### src/design/unused_placeholder_none.sv
/*
  Intentionally empty compilation unit.
  Assumes nothing.
*/

### src/design/lcd_mux_pkg.sv
/*
  Constants and types shared by the multiplexed segment LCD driver.
  Assumes a single 50 MHz clock domain and APB register access.
*/
package lcd_mux_pkg;

  // ----------------------------------------------------------------
  // Display geometry and timing
  // ----------------------------------------------------------------
  localparam int SEG_COUNT = 40;
  localparam int COM_COUNT = 4;
  localparam int ROWS_QUARTER = 4;
  localparam int ROWS_THIRD = 3;
  localparam int FRAME_DIV = 24;
  localparam int SLOT_TICKS_QUARTER = FRAME_DIV / ROWS_QUARTER;
  localparam int SLOT_TICKS_THIRD = FRAME_DIV / ROWS_THIRD;
  localparam int CLK_HZ = 50_000_000;
  localparam int RC_FREQ_HZ = 2_000;
  localparam int RC_DIV_CYCLES = CLK_HZ / RC_FREQ_HZ;

  // ----------------------------------------------------------------
  // Serial word layout
  // ----------------------------------------------------------------
  localparam int SHIFT_LEN = 48;
  localparam int DATA_LSB = 0;
  localparam int ROW_LSB = 40;
  localparam int ROW_W = 2;
  localparam int CMD_BIT = 42;
  localparam int CMD_W = 8;
  localparam int CMD_BLANK_BIT = 0;

  // ----------------------------------------------------------------
  // APB register map
  // ----------------------------------------------------------------
  localparam logic [7:0] CTRL_OFS = 8'h00;
  localparam logic [7:0] STATUS_OFS = 8'h04;
  localparam logic [7:0] LAST_CMD_OFS = 8'h08;
  localparam logic [7:0] XFER_CNT_OFS = 8'h0C;
  localparam int CTRL_BLANK_BIT = 0;
  localparam int CTRL_FREEZE_BIT = 1;
  localparam logic [1:0] CTRL_RESET = 2'h0;
  localparam logic [CMD_W-1:0] CMD_RESET = 8'h00;

  // Serial pins from the host, raw and unsynchronised
  typedef struct packed {
    logic shift_clk;
    logic data;
    logic strobe;
  } serial_in_t;

  // Oscillator source
  typedef enum logic {
    SRC_INTERNAL_RC,
    SRC_EXTERNAL
  } osc_src_t;

endpackage

### src/design/display_latch_mem.sv
/*
  Display latch: one row of segment bits per common phase.
  Assumes a synchronous active-high reset and one write per cycle.
*/
module display_latch_mem #(
  parameter int WIDTH = 40,
  parameter int ROWS = 4,
  parameter int AW = 2
) (
  // Clock and reset
  input wire logic i_clk,
  input wire logic i_srst,
  // Write port
  input wire logic i_wr_en,
  input wire logic [AW-1:0] i_wr_addr,
  input wire logic [WIDTH-1:0] i_wr_data,
  // Read port, data registered
  input wire logic [AW-1:0] i_rd_addr,
  output logic [WIDTH-1:0] o_rd_data
);

  logic [WIDTH-1:0] rows [ROWS];

  // Row storage, cleared to all segments off at reset
  always_ff @(posedge i_clk) begin
    if (i_srst) begin
      for (int r = 0; r < ROWS; r++) begin
        rows[r] <= '0;
      end
    end else if (i_wr_en && (int'(i_wr_addr) < ROWS)) begin
      rows[i_wr_addr] <= i_wr_data;
    end
  end

  // Registered read
  always_ff @(posedge i_clk) begin
    if (i_srst) begin
      o_rd_data <= '0;
    end else if (int'(i_rd_addr) < ROWS) begin
      o_rd_data <= rows[i_rd_addr];
    end else begin
      o_rd_data <= '0;
    end
  end

endmodule

### src/design/segment_lcd_multiplex_driver.sv
/*
  Multiplexed segment LCD driver logic: serial shift-in of segment
  data, display latch, frame timebase and common/segment scanning,
  with an APB slave for control and status.
  Assumes all pin inputs are asynchronous to i_clk; the analog drive
  levels and bias network sit outside this block.
*/

// Functional notes
// - Duty select pin high gives 1/3 duty, low gives 1/4 duty.
// - Quarter duty drives 4 rows of 40, 160 segments total.
// - Third duty drives 3 rows of 40, 120 segments total.
// - Forty segment outputs, multiplexed over the active common slots.
// - Frame rate is the selected timebase divided by 24.
// - A high data bit lights its segment, a low bit blanks it.
// - Data bit shifts in on each rising edge of shift clock.
// - Strobe moves shifted word to the latch or takes a command.
// - Source select low uses internal RC, high uses external pin.
// - Internal oscillator stays disabled while source select is high.
// - Active-low reset pin initialises all internal state except the input synchronisers.
// - In third duty only commons 1 to 3 scan; common 4 idles.
// - In quarter duty all four commons each get a slot.
module segment_lcd_multiplex_driver #(
  parameter int SHIFT_LEN = lcd_mux_pkg::SHIFT_LEN,
  parameter bit MSB_FIRST = 1'b1,
  parameter int CMD_BIT = lcd_mux_pkg::CMD_BIT,
  parameter int RC_DIV = lcd_mux_pkg::RC_DIV_CYCLES
) (
  // Clock and reset
  input wire logic i_clk,
  input wire logic i_srst,
  input wire logic i_reset_n,
  // Serial host interface and strap pins
  input wire lcd_mux_pkg::serial_in_t i_serial,
  input wire logic i_duty_select,
  input wire logic i_osc_source_select,
  input wire logic i_rc_timebase_pin,
  // APB slave
  input wire logic psel,
  input wire logic penable,
  input wire logic pwrite,
  input wire logic [7:0] paddr,
  input wire logic [31:0] pwdata,
  output logic [31:0] prdata,
  output logic pready,
  output logic pslverr,
  // LCD drive
  output logic [lcd_mux_pkg::SEG_COUNT-1:0] o_segment_outputs,
  output logic o_common_drive_1,
  output logic o_common_drive_2,
  output logic o_common_drive_3,
  output logic o_common_drive_4,
  output logic o_frame_polarity,
  output logic o_osc_enable
);

  localparam int SEGS = lcd_mux_pkg::SEG_COUNT;
  localparam int RW = lcd_mux_pkg::ROW_W;
  localparam int CW = lcd_mux_pkg::CMD_W;
  localparam int CNT_W = $clog2(SHIFT_LEN + 1);
  localparam int DIV_W = $clog2(RC_DIV + 1);
  localparam logic [CNT_W-1:0] CNT_MAX = CNT_W'(SHIFT_LEN);
  localparam logic [DIV_W-1:0] DIV_LAST = DIV_W'(RC_DIV - 1);
  localparam logic [3:0] SLOT_Q = 4'(lcd_mux_pkg::SLOT_TICKS_QUARTER);
  localparam logic [3:0] SLOT_T = 4'(lcd_mux_pkg::SLOT_TICKS_THIRD);
  localparam logic [1:0] LAST_ROW_Q = 2'(lcd_mux_pkg::ROWS_QUARTER - 1);
  localparam logic [1:0] LAST_ROW_T = 2'(lcd_mux_pkg::ROWS_THIRD - 1);

  // ----------------------------------------------------------------
  // Input synchronisers
  // ----------------------------------------------------------------
  logic [5:0] sync_a;
  logic [5:0] sync_b;
  logic shift_prev;
  logic strobe_prev;
  logic ext_prev;

  // Two flip-flops on every pin input
  always_ff @(posedge i_clk) begin
    sync_a <= {i_serial.shift_clk, i_serial.data, i_serial.strobe,
               i_duty_select, i_osc_source_select, i_rc_timebase_pin};
    sync_b <= sync_a;
  end

  wire shift_s = sync_b[5];
  wire data_s = sync_b[4];
  wire strobe_s = sync_b[3];
  wire duty_third = sync_b[2];
  wire osc_sel_s = sync_b[1];
  wire ext_clk_s = sync_b[0];

  // Device reset pin, passed through two flip-flops before use
  wire rst_pin;
  logic reset_n_a;
  logic reset_n_b;
  always_ff @(posedge i_clk) begin
    reset_n_a <= i_reset_n;
    reset_n_b <= reset_n_a;
  end
  assign rst_pin = ~reset_n_b;

  // Combined reset: bus reset or the active-low reset pin
  wire rst = i_srst | rst_pin;

  // Edge history for the synchronised pins
  // Pins idle low, so the zero reset value gives no false edge
  always_ff @(posedge i_clk) begin
    if (rst) begin
      shift_prev <= 1'b0;
      strobe_prev <= 1'b0;
      ext_prev <= 1'b0;
    end else begin
      shift_prev <= shift_s;
      strobe_prev <= strobe_s;
      ext_prev <= ext_clk_s;
    end
  end

  wire shift_rise = shift_s & ~shift_prev;
  wire strobe_rise = strobe_s & ~strobe_prev;
  wire ext_rise = ext_clk_s & ~ext_prev;

  // ----------------------------------------------------------------
  // Serial shift register
  // ----------------------------------------------------------------
  logic [SHIFT_LEN-1:0] shift_word;
  logic [CNT_W-1:0] bit_count;
  wire [SHIFT_LEN-1:0] next_shift_word = MSB_FIRST ?
    {shift_word[SHIFT_LEN-2:0], data_s} :
    {data_s, shift_word[SHIFT_LEN-1:1]};

  // Shift one bit per rising shift clock; strobe restarts the count
  always_ff @(posedge i_clk) begin
    if (rst) begin
      shift_word <= '0;
      bit_count <= '0;
    end else if (shift_rise) begin
      shift_word <= next_shift_word;
      bit_count <= (bit_count == CNT_MAX) ? CNT_MAX : bit_count + 1'b1;
    end else if (strobe_rise) begin
      bit_count <= '0;
    end
  end

  // ----------------------------------------------------------------
  // Strobe decode: display row or command
  // ----------------------------------------------------------------
  logic [31:0] ctrl;
  wire freeze = ctrl[lcd_mux_pkg::CTRL_FREEZE_BIT];
  wire is_cmd = shift_word[CMD_BIT];
  wire row_write = strobe_rise & ~is_cmd & ~freeze;
  wire cmd_write = strobe_rise & is_cmd;
  wire [RW-1:0] wr_row = shift_word[lcd_mux_pkg::ROW_LSB +: RW];
  wire [SEGS-1:0] wr_data = shift_word[lcd_mux_pkg::DATA_LSB +: SEGS];
  logic [CW-1:0] last_cmd;
  logic [15:0] xfer_count;

  // Command latch and transfer counter
  always_ff @(posedge i_clk) begin
    if (rst) begin
      last_cmd <= lcd_mux_pkg::CMD_RESET;
      xfer_count <= 16'h0000;
    end else begin
      if (cmd_write) begin
        last_cmd <= shift_word[CW-1:0];
      end
      if (row_write) begin
        xfer_count <= xfer_count + 16'h0001;
      end
    end
  end

  // ----------------------------------------------------------------
  // Timebase and frame divider
  // ----------------------------------------------------------------
  logic [DIV_W-1:0] rc_count;
  wire rc_run = ~osc_sel_s;
  wire rc_tick = rc_run & (rc_count == DIV_LAST);
  wire tick = osc_sel_s ? ext_rise : rc_tick;

  // Internal RC model, held stopped when the external clock is used
  always_ff @(posedge i_clk) begin
    if (rst || !rc_run || rc_tick) begin
      rc_count <= '0;
    end else begin
      rc_count <= rc_count + 1'b1;
    end
  end

  logic [3:0] slot_tick;
  logic [1:0] slot;
  wire [3:0] slot_len = duty_third ? SLOT_T : SLOT_Q;
  wire [1:0] last_row = duty_third ? LAST_ROW_T : LAST_ROW_Q;
  wire slot_end = tick & (slot_tick == slot_len - 4'h1);
  wire frame_end = slot_end & (slot >= last_row);

  // Slots of 24/rows ticks each give 24 ticks per frame
  // A switch to third duty while in slot 3 ends the frame at the end of that slot through the >= test
  always_ff @(posedge i_clk) begin
    if (rst) begin
      slot_tick <= 4'h0;
      slot <= 2'h0;
      o_frame_polarity <= 1'b0;
    end else if (tick) begin
      slot_tick <= slot_end ? 4'h0 : slot_tick + 4'h1;
      if (frame_end) begin
        slot <= 2'h0;
        o_frame_polarity <= ~o_frame_polarity;
      end else if (slot_end) begin
        slot <= slot + 2'h1;
      end
    end
  end

  // ----------------------------------------------------------------
  // Display latch and output drive
  // ----------------------------------------------------------------
  logic [SEGS-1:0] row_data;

  display_latch_mem #(
    .WIDTH(SEGS),
    .ROWS(lcd_mux_pkg::ROWS_QUARTER),
    .AW(RW)
  ) u_latch (
    .i_clk(i_clk),
    .i_srst(rst),
    .i_wr_en(row_write),
    .i_wr_addr(wr_row),
    .i_wr_data(wr_data),
    .i_rd_addr(slot),
    .o_rd_data(row_data)
  );

  wire blank = ctrl[lcd_mux_pkg::CTRL_BLANK_BIT] |
               last_cmd[lcd_mux_pkg::CMD_BLANK_BIT];
  logic [1:0] shown_slot;
  logic [3:0] common_one_hot;

  // Segments follow the row of the slot; high bit lights a segment
  // Commons lag the slot by two stages to line up with the read data
  always_ff @(posedge i_clk) begin
    if (rst) begin
      o_segment_outputs <= '0;
      shown_slot <= 2'h0;
      common_one_hot <= 4'h0;
    end else begin
      o_segment_outputs <= blank ? '0 : row_data;
      shown_slot <= slot;
      common_one_hot <= 4'h1 << shown_slot;
      if (duty_third) begin
        common_one_hot[3] <= 1'b0;
      end
    end
  end

  // Common lines and oscillator enable
  assign o_common_drive_1 = common_one_hot[0];
  assign o_common_drive_2 = common_one_hot[1];
  assign o_common_drive_3 = common_one_hot[2];
  assign o_common_drive_4 = common_one_hot[3];
  assign o_osc_enable = rc_run;

  // ----------------------------------------------------------------
  // APB slave, zero wait states
  // ----------------------------------------------------------------
  wire acc = psel & penable;
  wire hit_ctrl = (paddr == lcd_mux_pkg::CTRL_OFS);
  wire hit_stat = (paddr == lcd_mux_pkg::STATUS_OFS);
  wire hit_cmd = (paddr == lcd_mux_pkg::LAST_CMD_OFS);
  wire hit_cnt = (paddr == lcd_mux_pkg::XFER_CNT_OFS);
  wire mapped = hit_ctrl | hit_stat | hit_cmd | hit_cnt;
  // Status: shifted bit count, polarity, slot, source and duty
  wire [31:0] status_word = {18'h0, 8'(bit_count), 1'b0,
    o_frame_polarity, slot, osc_sel_s, duty_third};
  wire [31:0] rd_mux = hit_ctrl ? ctrl :
                       hit_stat ? status_word :
                       hit_cmd ? {24'h000000, last_cmd} :
                       hit_cnt ? {16'h0000, xfer_count} : 32'h00000000;

  // No wait states: every access completes in its first access cycle
  assign pready = 1'b1;
  assign pslverr = acc & ~mapped;

  // Control register write and registered read data
  // Read data is captured in setup so it stands through the access
  always_ff @(posedge i_clk) begin
    if (rst) begin
      ctrl <= {30'h00000000, lcd_mux_pkg::CTRL_RESET};
      prdata <= 32'h00000000;
    end else begin
      if (acc && pwrite && hit_ctrl) begin
        ctrl <= {30'h00000000, pwdata[1:0]};
      end
      if (psel && !penable && !pwrite) begin
        prdata <= rd_mux;
      end
    end
  end

endmodule

### config.mk
export PLATFORM = sky130hd
export DESIGN_NAME = segment_lcd_multiplex_driver
export DESIGN_NICKNAME = d
export VERILOG_FILES = /design/src/design/unused_placeholder_none.sv /design/src/design/lcd_mux_pkg.sv /design/src/design/display_latch_mem.sv /design/src/design/segment_lcd_multiplex_driver.sv
export SDC_FILE = /design/constraint.sdc
export NUM_CORES = 1
export LEC_CHECK = 0
export BUFFER_PORTS_ARGS = -buffer_cell sky130_fd_sc_hd__buf_2
export CAP_MARGIN = 25
export CORE_MARGIN = 5
export CORE_UTILIZATION = 45
export DETAILED_ROUTE_END_ITERATION = 10
export PLACE_DENSITY = 0.64
export SLEW_MARGIN = 25
export SYNTH_ARGS = -nofsm -noshare
export SYNTH_HDL_FRONTEND = slang
export SYNTH_HIERARCHICAL = 1
export SYNTH_SLANG_ARGS = --single-unit
### constraint.sdc
create_clock -name i_clk -period 4.55 [get_ports i_clk]
set_clock_uncertainty 0.15 [all_clocks]
set_input_delay 0.2275 -clock i_clk [delete_from_list [all_inputs] [get_ports i_clk]]
set_output_delay 0.2275 -clock i_clk [all_outputs]
set_load 0.03 [all_outputs]
Word level (Yosys, flattened, before mapping) --
Memories as Yosys holds them, arrays and structs flattened. A register that Yosys moved wholly into a read port is not among the register bits. Index checks and enable logic that the tools add are counted.
Operators by class: equal/unequal tests 6, add/subtract/negate cells 6, shift-type cells 1, bitwise logic cells 25, reduce and logical (&&, ||, !) cells 16, mux-type cells 21, order comparisons 1
Operators with widths (number):
- 16-bit two-way mux | 4
- 40-bit two-way mux | 1
- 40-bit OR reduction | 1
- 6-bit two-way mux | 3
- 16-bit by 1-bit adder with 16-bit output, second input constant | 1
- 8-bit by 4-bit == test with 1-bit output, second input constant | 2
- 15-bit by 1-bit adder with 15-bit output, second input constant | 1
- 15-bit == test, second input constant | 1
- 1-bit AND | 11
- 1-bit NOT | 9
- 8-bit by 3-bit == test with 1-bit output, second input constant | 1
- 8-bit logical NOT | 1
- 1-bit two-way mux | 8
- 4-bit two-way mux | 2
- 6-bit by 1-bit adder with 6-bit output, second input constant | 1
- 6-bit == test, second input constant | 1
- 2-bit two-way mux | 3
- 1-bit OR | 5
- 4-bit by 1-bit adder with 4-bit output, second input constant | 1
- 4-bit == test | 1
- 1-bit logical AND | 4
- 2-bit AND reduction | 2
- 2-bit nonzero test | 2
- 2-bit OR reduction | 2
- 6 further kinds | 8
Storage, ports and cells: memories kept 1, input port bits 52, flip-flop bits (word level) 192, memory bits (writable) 160, output and inout port bits 80, word-level logic and storage cells 98
Memories:
- u_latch.rows | words 4, width 40, read ports 1, clocked after memory_dff 1, write ports 4, RTL line display_latch_mem.sv:22 | logic [WIDTH-1:0] rows [ROWS];

Longest topological paths before layout --
depth in word-level cells 9, depth in mapped cells 8, gate-level depth less buffers 6

Cells and area by module --
Netlist, hierarchy kept.
Modules (own cells, without submodules):
- display_latch_mem | instances 1, area each 8000.2 um2, seq. area each 5605.4 um2, cells each 525
- segment_lcd_multiplex_driver | instances 1, area each 6563.8 um2, seq. area each 3523.4 um2, cells each 701

Worst setup path after synthesis --
OpenSTA, ideal clock, no wires.
kind register to register, start point reg ctrl[1], end point mem u_latch.rows[2][0] (enable), path slack 1.198 ns, required time 3.954 ns, cell stages (with the launch flop) 5, data arrival time 2.756 ns, period minus slack after synthesis 3.352 ns, setup time 0.446 ns, buffers on the path 1, cells stage by stage dfxtp_1 -> nor4b_4 -> buf_6 -> nand2_1 -> o21bai_1
RTL lines:
- start, declared | RTL line segment_lcd_multiplex_driver.sv:148 | logic [31:0] ctrl;
- start signal, assigned | RTL line segment_lcd_multiplex_driver.sv:288 | ctrl <= {30'h00000000, lcd_mux_pkg::CTRL_RESET};
- start signal, assigned | RTL line segment_lcd_multiplex_driver.sv:292 | ctrl <= {30'h00000000, pwdata[1:0]};
- end, declared | RTL line display_latch_mem.sv:22

==> flow_summary.yaml <==
power_and_ir_drop:
  ir_drop_mv: 0.2795
  intPower_w: 0.005527
  combinationalPowerShare_pct: 3.3
  leakage_nw: 6.137
  swShare_pct: 20.88
  p_switching_w: 0.001458
  pwr_density_cell_nw_per_um2: 419.2
  pwr-share-seq_pct: 51.9
  fin_total_pwr_w: 0.006985
  clkPwrFrac_pct: 44.9
place:
  hpwl_mm: 16.28
  post-place-ws_ns: 1.472
  place.port_buffers: 84
  place_area_sq_um: 15240
  place_congestion: 0.7587
synth:
  synthTopCellsByArea: "edfxtp_1 33%, dfxtp_1 30%, and2_1 7.0%"
  yosys.area.top_type: "edfxtp_1"
  ys_warn_count: 6
  ys.flop_type: "dfxtp_1"
  syn_inst: 1226
  synth_top_area_share_pct: 32.99
  synth_area_sq_um: 14560
  yosysMostFrequentCell: "dfxtp_1"
  synth_seq_cells: 376
  synthTopCellsByCount: "216 x dfxtp_1, 164 x and2_1, 160 x edfxtp_1"
  ys_async_sr_fraction_pct: 0
  yosysUniqueCellTypes: 68
  synth_edf_count: 160
  synth_seq_area_share_pct: 62.68
  syn_area_per_cell_sq_um: 11.88
clock_tree:
  cts_hold_buf: 14
  cts_tree: "yes"
  htreeDepth: 2
  cts.clk_slew.worst_paths_ns: 0.06
  clock_sinks: 376
  insertion_delay_ns: 0.53
  cts-resized-gates: 0
  clock_path_buffers: 3
  clockRootBuffer: "clkbuf_16"
  cts_setup_buffers: 0
  numCtsBuffers: 40
floorplanning:
  rows: 65
  start_util_pct: 45.92
  ioPinCount: 132
  core_area_sq_um: 31720
  die_height_um: 189.9
  die_x_um: 189.9
  fp.dieArea_sq_um: 36060
global_route:
  grt_pass1_wl_mm: 46.80
  antenna_found_initial: 0
  grtUsageTotal_pct: 15.90
  grt_max_degree: 67
  grt_pass1_vias: 8958
  overflow: 0
route:
  wl_mm: 28.62
  viasPerCell: 5.084
  firstDrtPassIters: 5
  drc: 0
  drtIter0Drc: 423
  vias: 8871
  antenna_left: 0
  drt-wirelength-per-cell_um: 16.40
worst_setup_path:
  critPathCaptureType: "flip-flop"
  worst_ep_required_time_ns: 4.56
  critPathMaxFanout: 28
  r2r_slack_ns: 1.53
  reg2reg_from: "shift_word[42]"
  cp_data_arrival_time_ns: 3.03
  crit_type: "reg -> reg"
  r2r_cells: 4
  r2r-end: "u_latch/rows[0][14]"
  cp-start-kind: "flip-flop"
timing:
  drv_slew: 0
  period_share_pct: 66.43
  hold_viol: 0
  fmax_mhz: 330.9
  rsz0062_at_grt: "false"
  finalCriticalPeriod_ns: 3.022
  timing.setup.tns_ns: 0
  fin_ws_ns: 1.528
  setup_viol: 0
  slew-limit-headroom_pct: 34.50
  worst_pin_slew_ns: 0.9826
job:
  max_cap_violations: 0
layout:
  fin_area_sq_um: 16660
  fillers: 2732
  n_antenna_cell: 0
  multi_input_area_sq_um: 4982
  nNetsFinal: 1369
  drive_gt1_share_pct: 17.57
  areaGrowthSynthToFinish_pct: 14.41
  seqCellArea_sq_um: 9133
  utilization_pct: 52.53
status:
  status: "completed"
min_path:
  hold_path_depth: 4
  worstHoldStart: "i_srst"
  min_to: "slot_tick[2]"
  hp-class: "in -> reg"
==> registers in the layout, indices dropped and copies added, names as in the netlist, 6 cells and up <==
name,cells
u_latch/rows,160
shift_word,43
o_segment_outputs,40
u_latch/o_rd_data,40
prdata,16
xfer_count,16
rc_count,15
last_cmd,8
bit_count,6
sync_a,6
sync_b,6
==> worst max-delay path by stage <==
stage	start	endpoint
2_1_floorplan	ctrl[1]	u_latch/rows[2][0]
3_3_place_gp	shift_word[42]	u_latch/rows[0][14]
3_5_place_dp	shift_word[42]	u_latch/rows[0][14]
4_1_cts	shift_word[42]	u_latch/rows[0][13]
5_1_grt	shift_word[42]	u_latch/rows[0][14]
6_report	shift_word[42]	u_latch/rows[0][14]
==> cells in the final DEF (no fill, tap or decap), types with 3 or more instances in the layout <==
cell type,count
dfxtp_1,215
and2_1,164
edfxtp_1,160
nand2_1,115
mux2i_1,87
buf_2,84
a21oi_1,65
nor2_1,55
and2_2,42
clkbuf_16,42
o22ai_1,40
nand3_1,22
conb_1,17
buf_4,17
clkbuf_1,16
dlygate4sd3_1,14
inv_1,12
a22oi_1,11
nand4_1,11
xor2_1,11
xnor2_1,11
mux2_2,9
nor3_1,9
clkinv_2,8
o21ai_0,6
ha_1,6
a22o_1,5
a32oi_1,5
a311oi_1,4
nand2b_1,4
o31ai_1,4
or4_1,4
nor4_1,4
nor2b_1,3
or3_1,3
and4bb_2,3
clkbuf_8,3
==> metrics by stage <==
stage / cells / hold slack, ns
6_report: 1745 / 0.01999
3_3_place_gp: 1656 / 0.1616
2_1_floorplan: 1241 / 0.1052
4_1_cts: 1745 / 0.01415
5_1_grt: 1745 / 0.03654
3_5_place_dp: 1657 / 0.1650
==> area by class of cell <==
cell class / count / area share, %
tap: 402 / 3.019
multi-input combinational: 764 / 29.90
clock buffer: 61 / 6.916
timing repair buffer: 116 / 4.295
clock inverter: 13 / 0.7584
sequential: 376 / 54.81
inverter: 13 / 0.3004
==> power groups by stage <==
stage	registers, W	logic (W)	clock network, W
2_1_floorplan	0.00370	0.000159	0
3_3_place_gp	0.00369	0.000216	0
3_5_place_dp	0.00370	0.000223	0
4_1_cts	0.00362	0.000231	0.00322
5_1_grt	0.00363	0.000249	0.00336
6_report	0.00362	0.000227	0.00313
==> worst max-delay path: stages, from the launching register on <==
cell and delay [ns]:
dfxtp_1 0.43, nor4b_4 0.87, nor4b_4 0.35, or2_2 0.38, buf_4 0.47
==> cell families (layout without fill, tap and decap cells) <==
logic type,count (synthesis),in the layout,share of synthesized area [%]
fa+ha+maj,6,6,0.5155
buf+inv,101,203,3.677
xor+xnor,22,22,1.323
mux,98,98,6.985
other cells,2,17,0.05157
flops,376,376,62.68
simple gates,470,470,18.35
compound gates,151,151,6.418
==> metal layers <==
metal	wire length, um	vias up	share of wire, %	global-route usage, %
met5	0	-	0	0
met3	1189	51	4.2	2.587
met2	13810	168	48	27.29
li1	-	4421	-	-
met4	618	0	2.2	4.368
met1	13000	4231	45	21.01
Power figures use the tool's default switching activity.
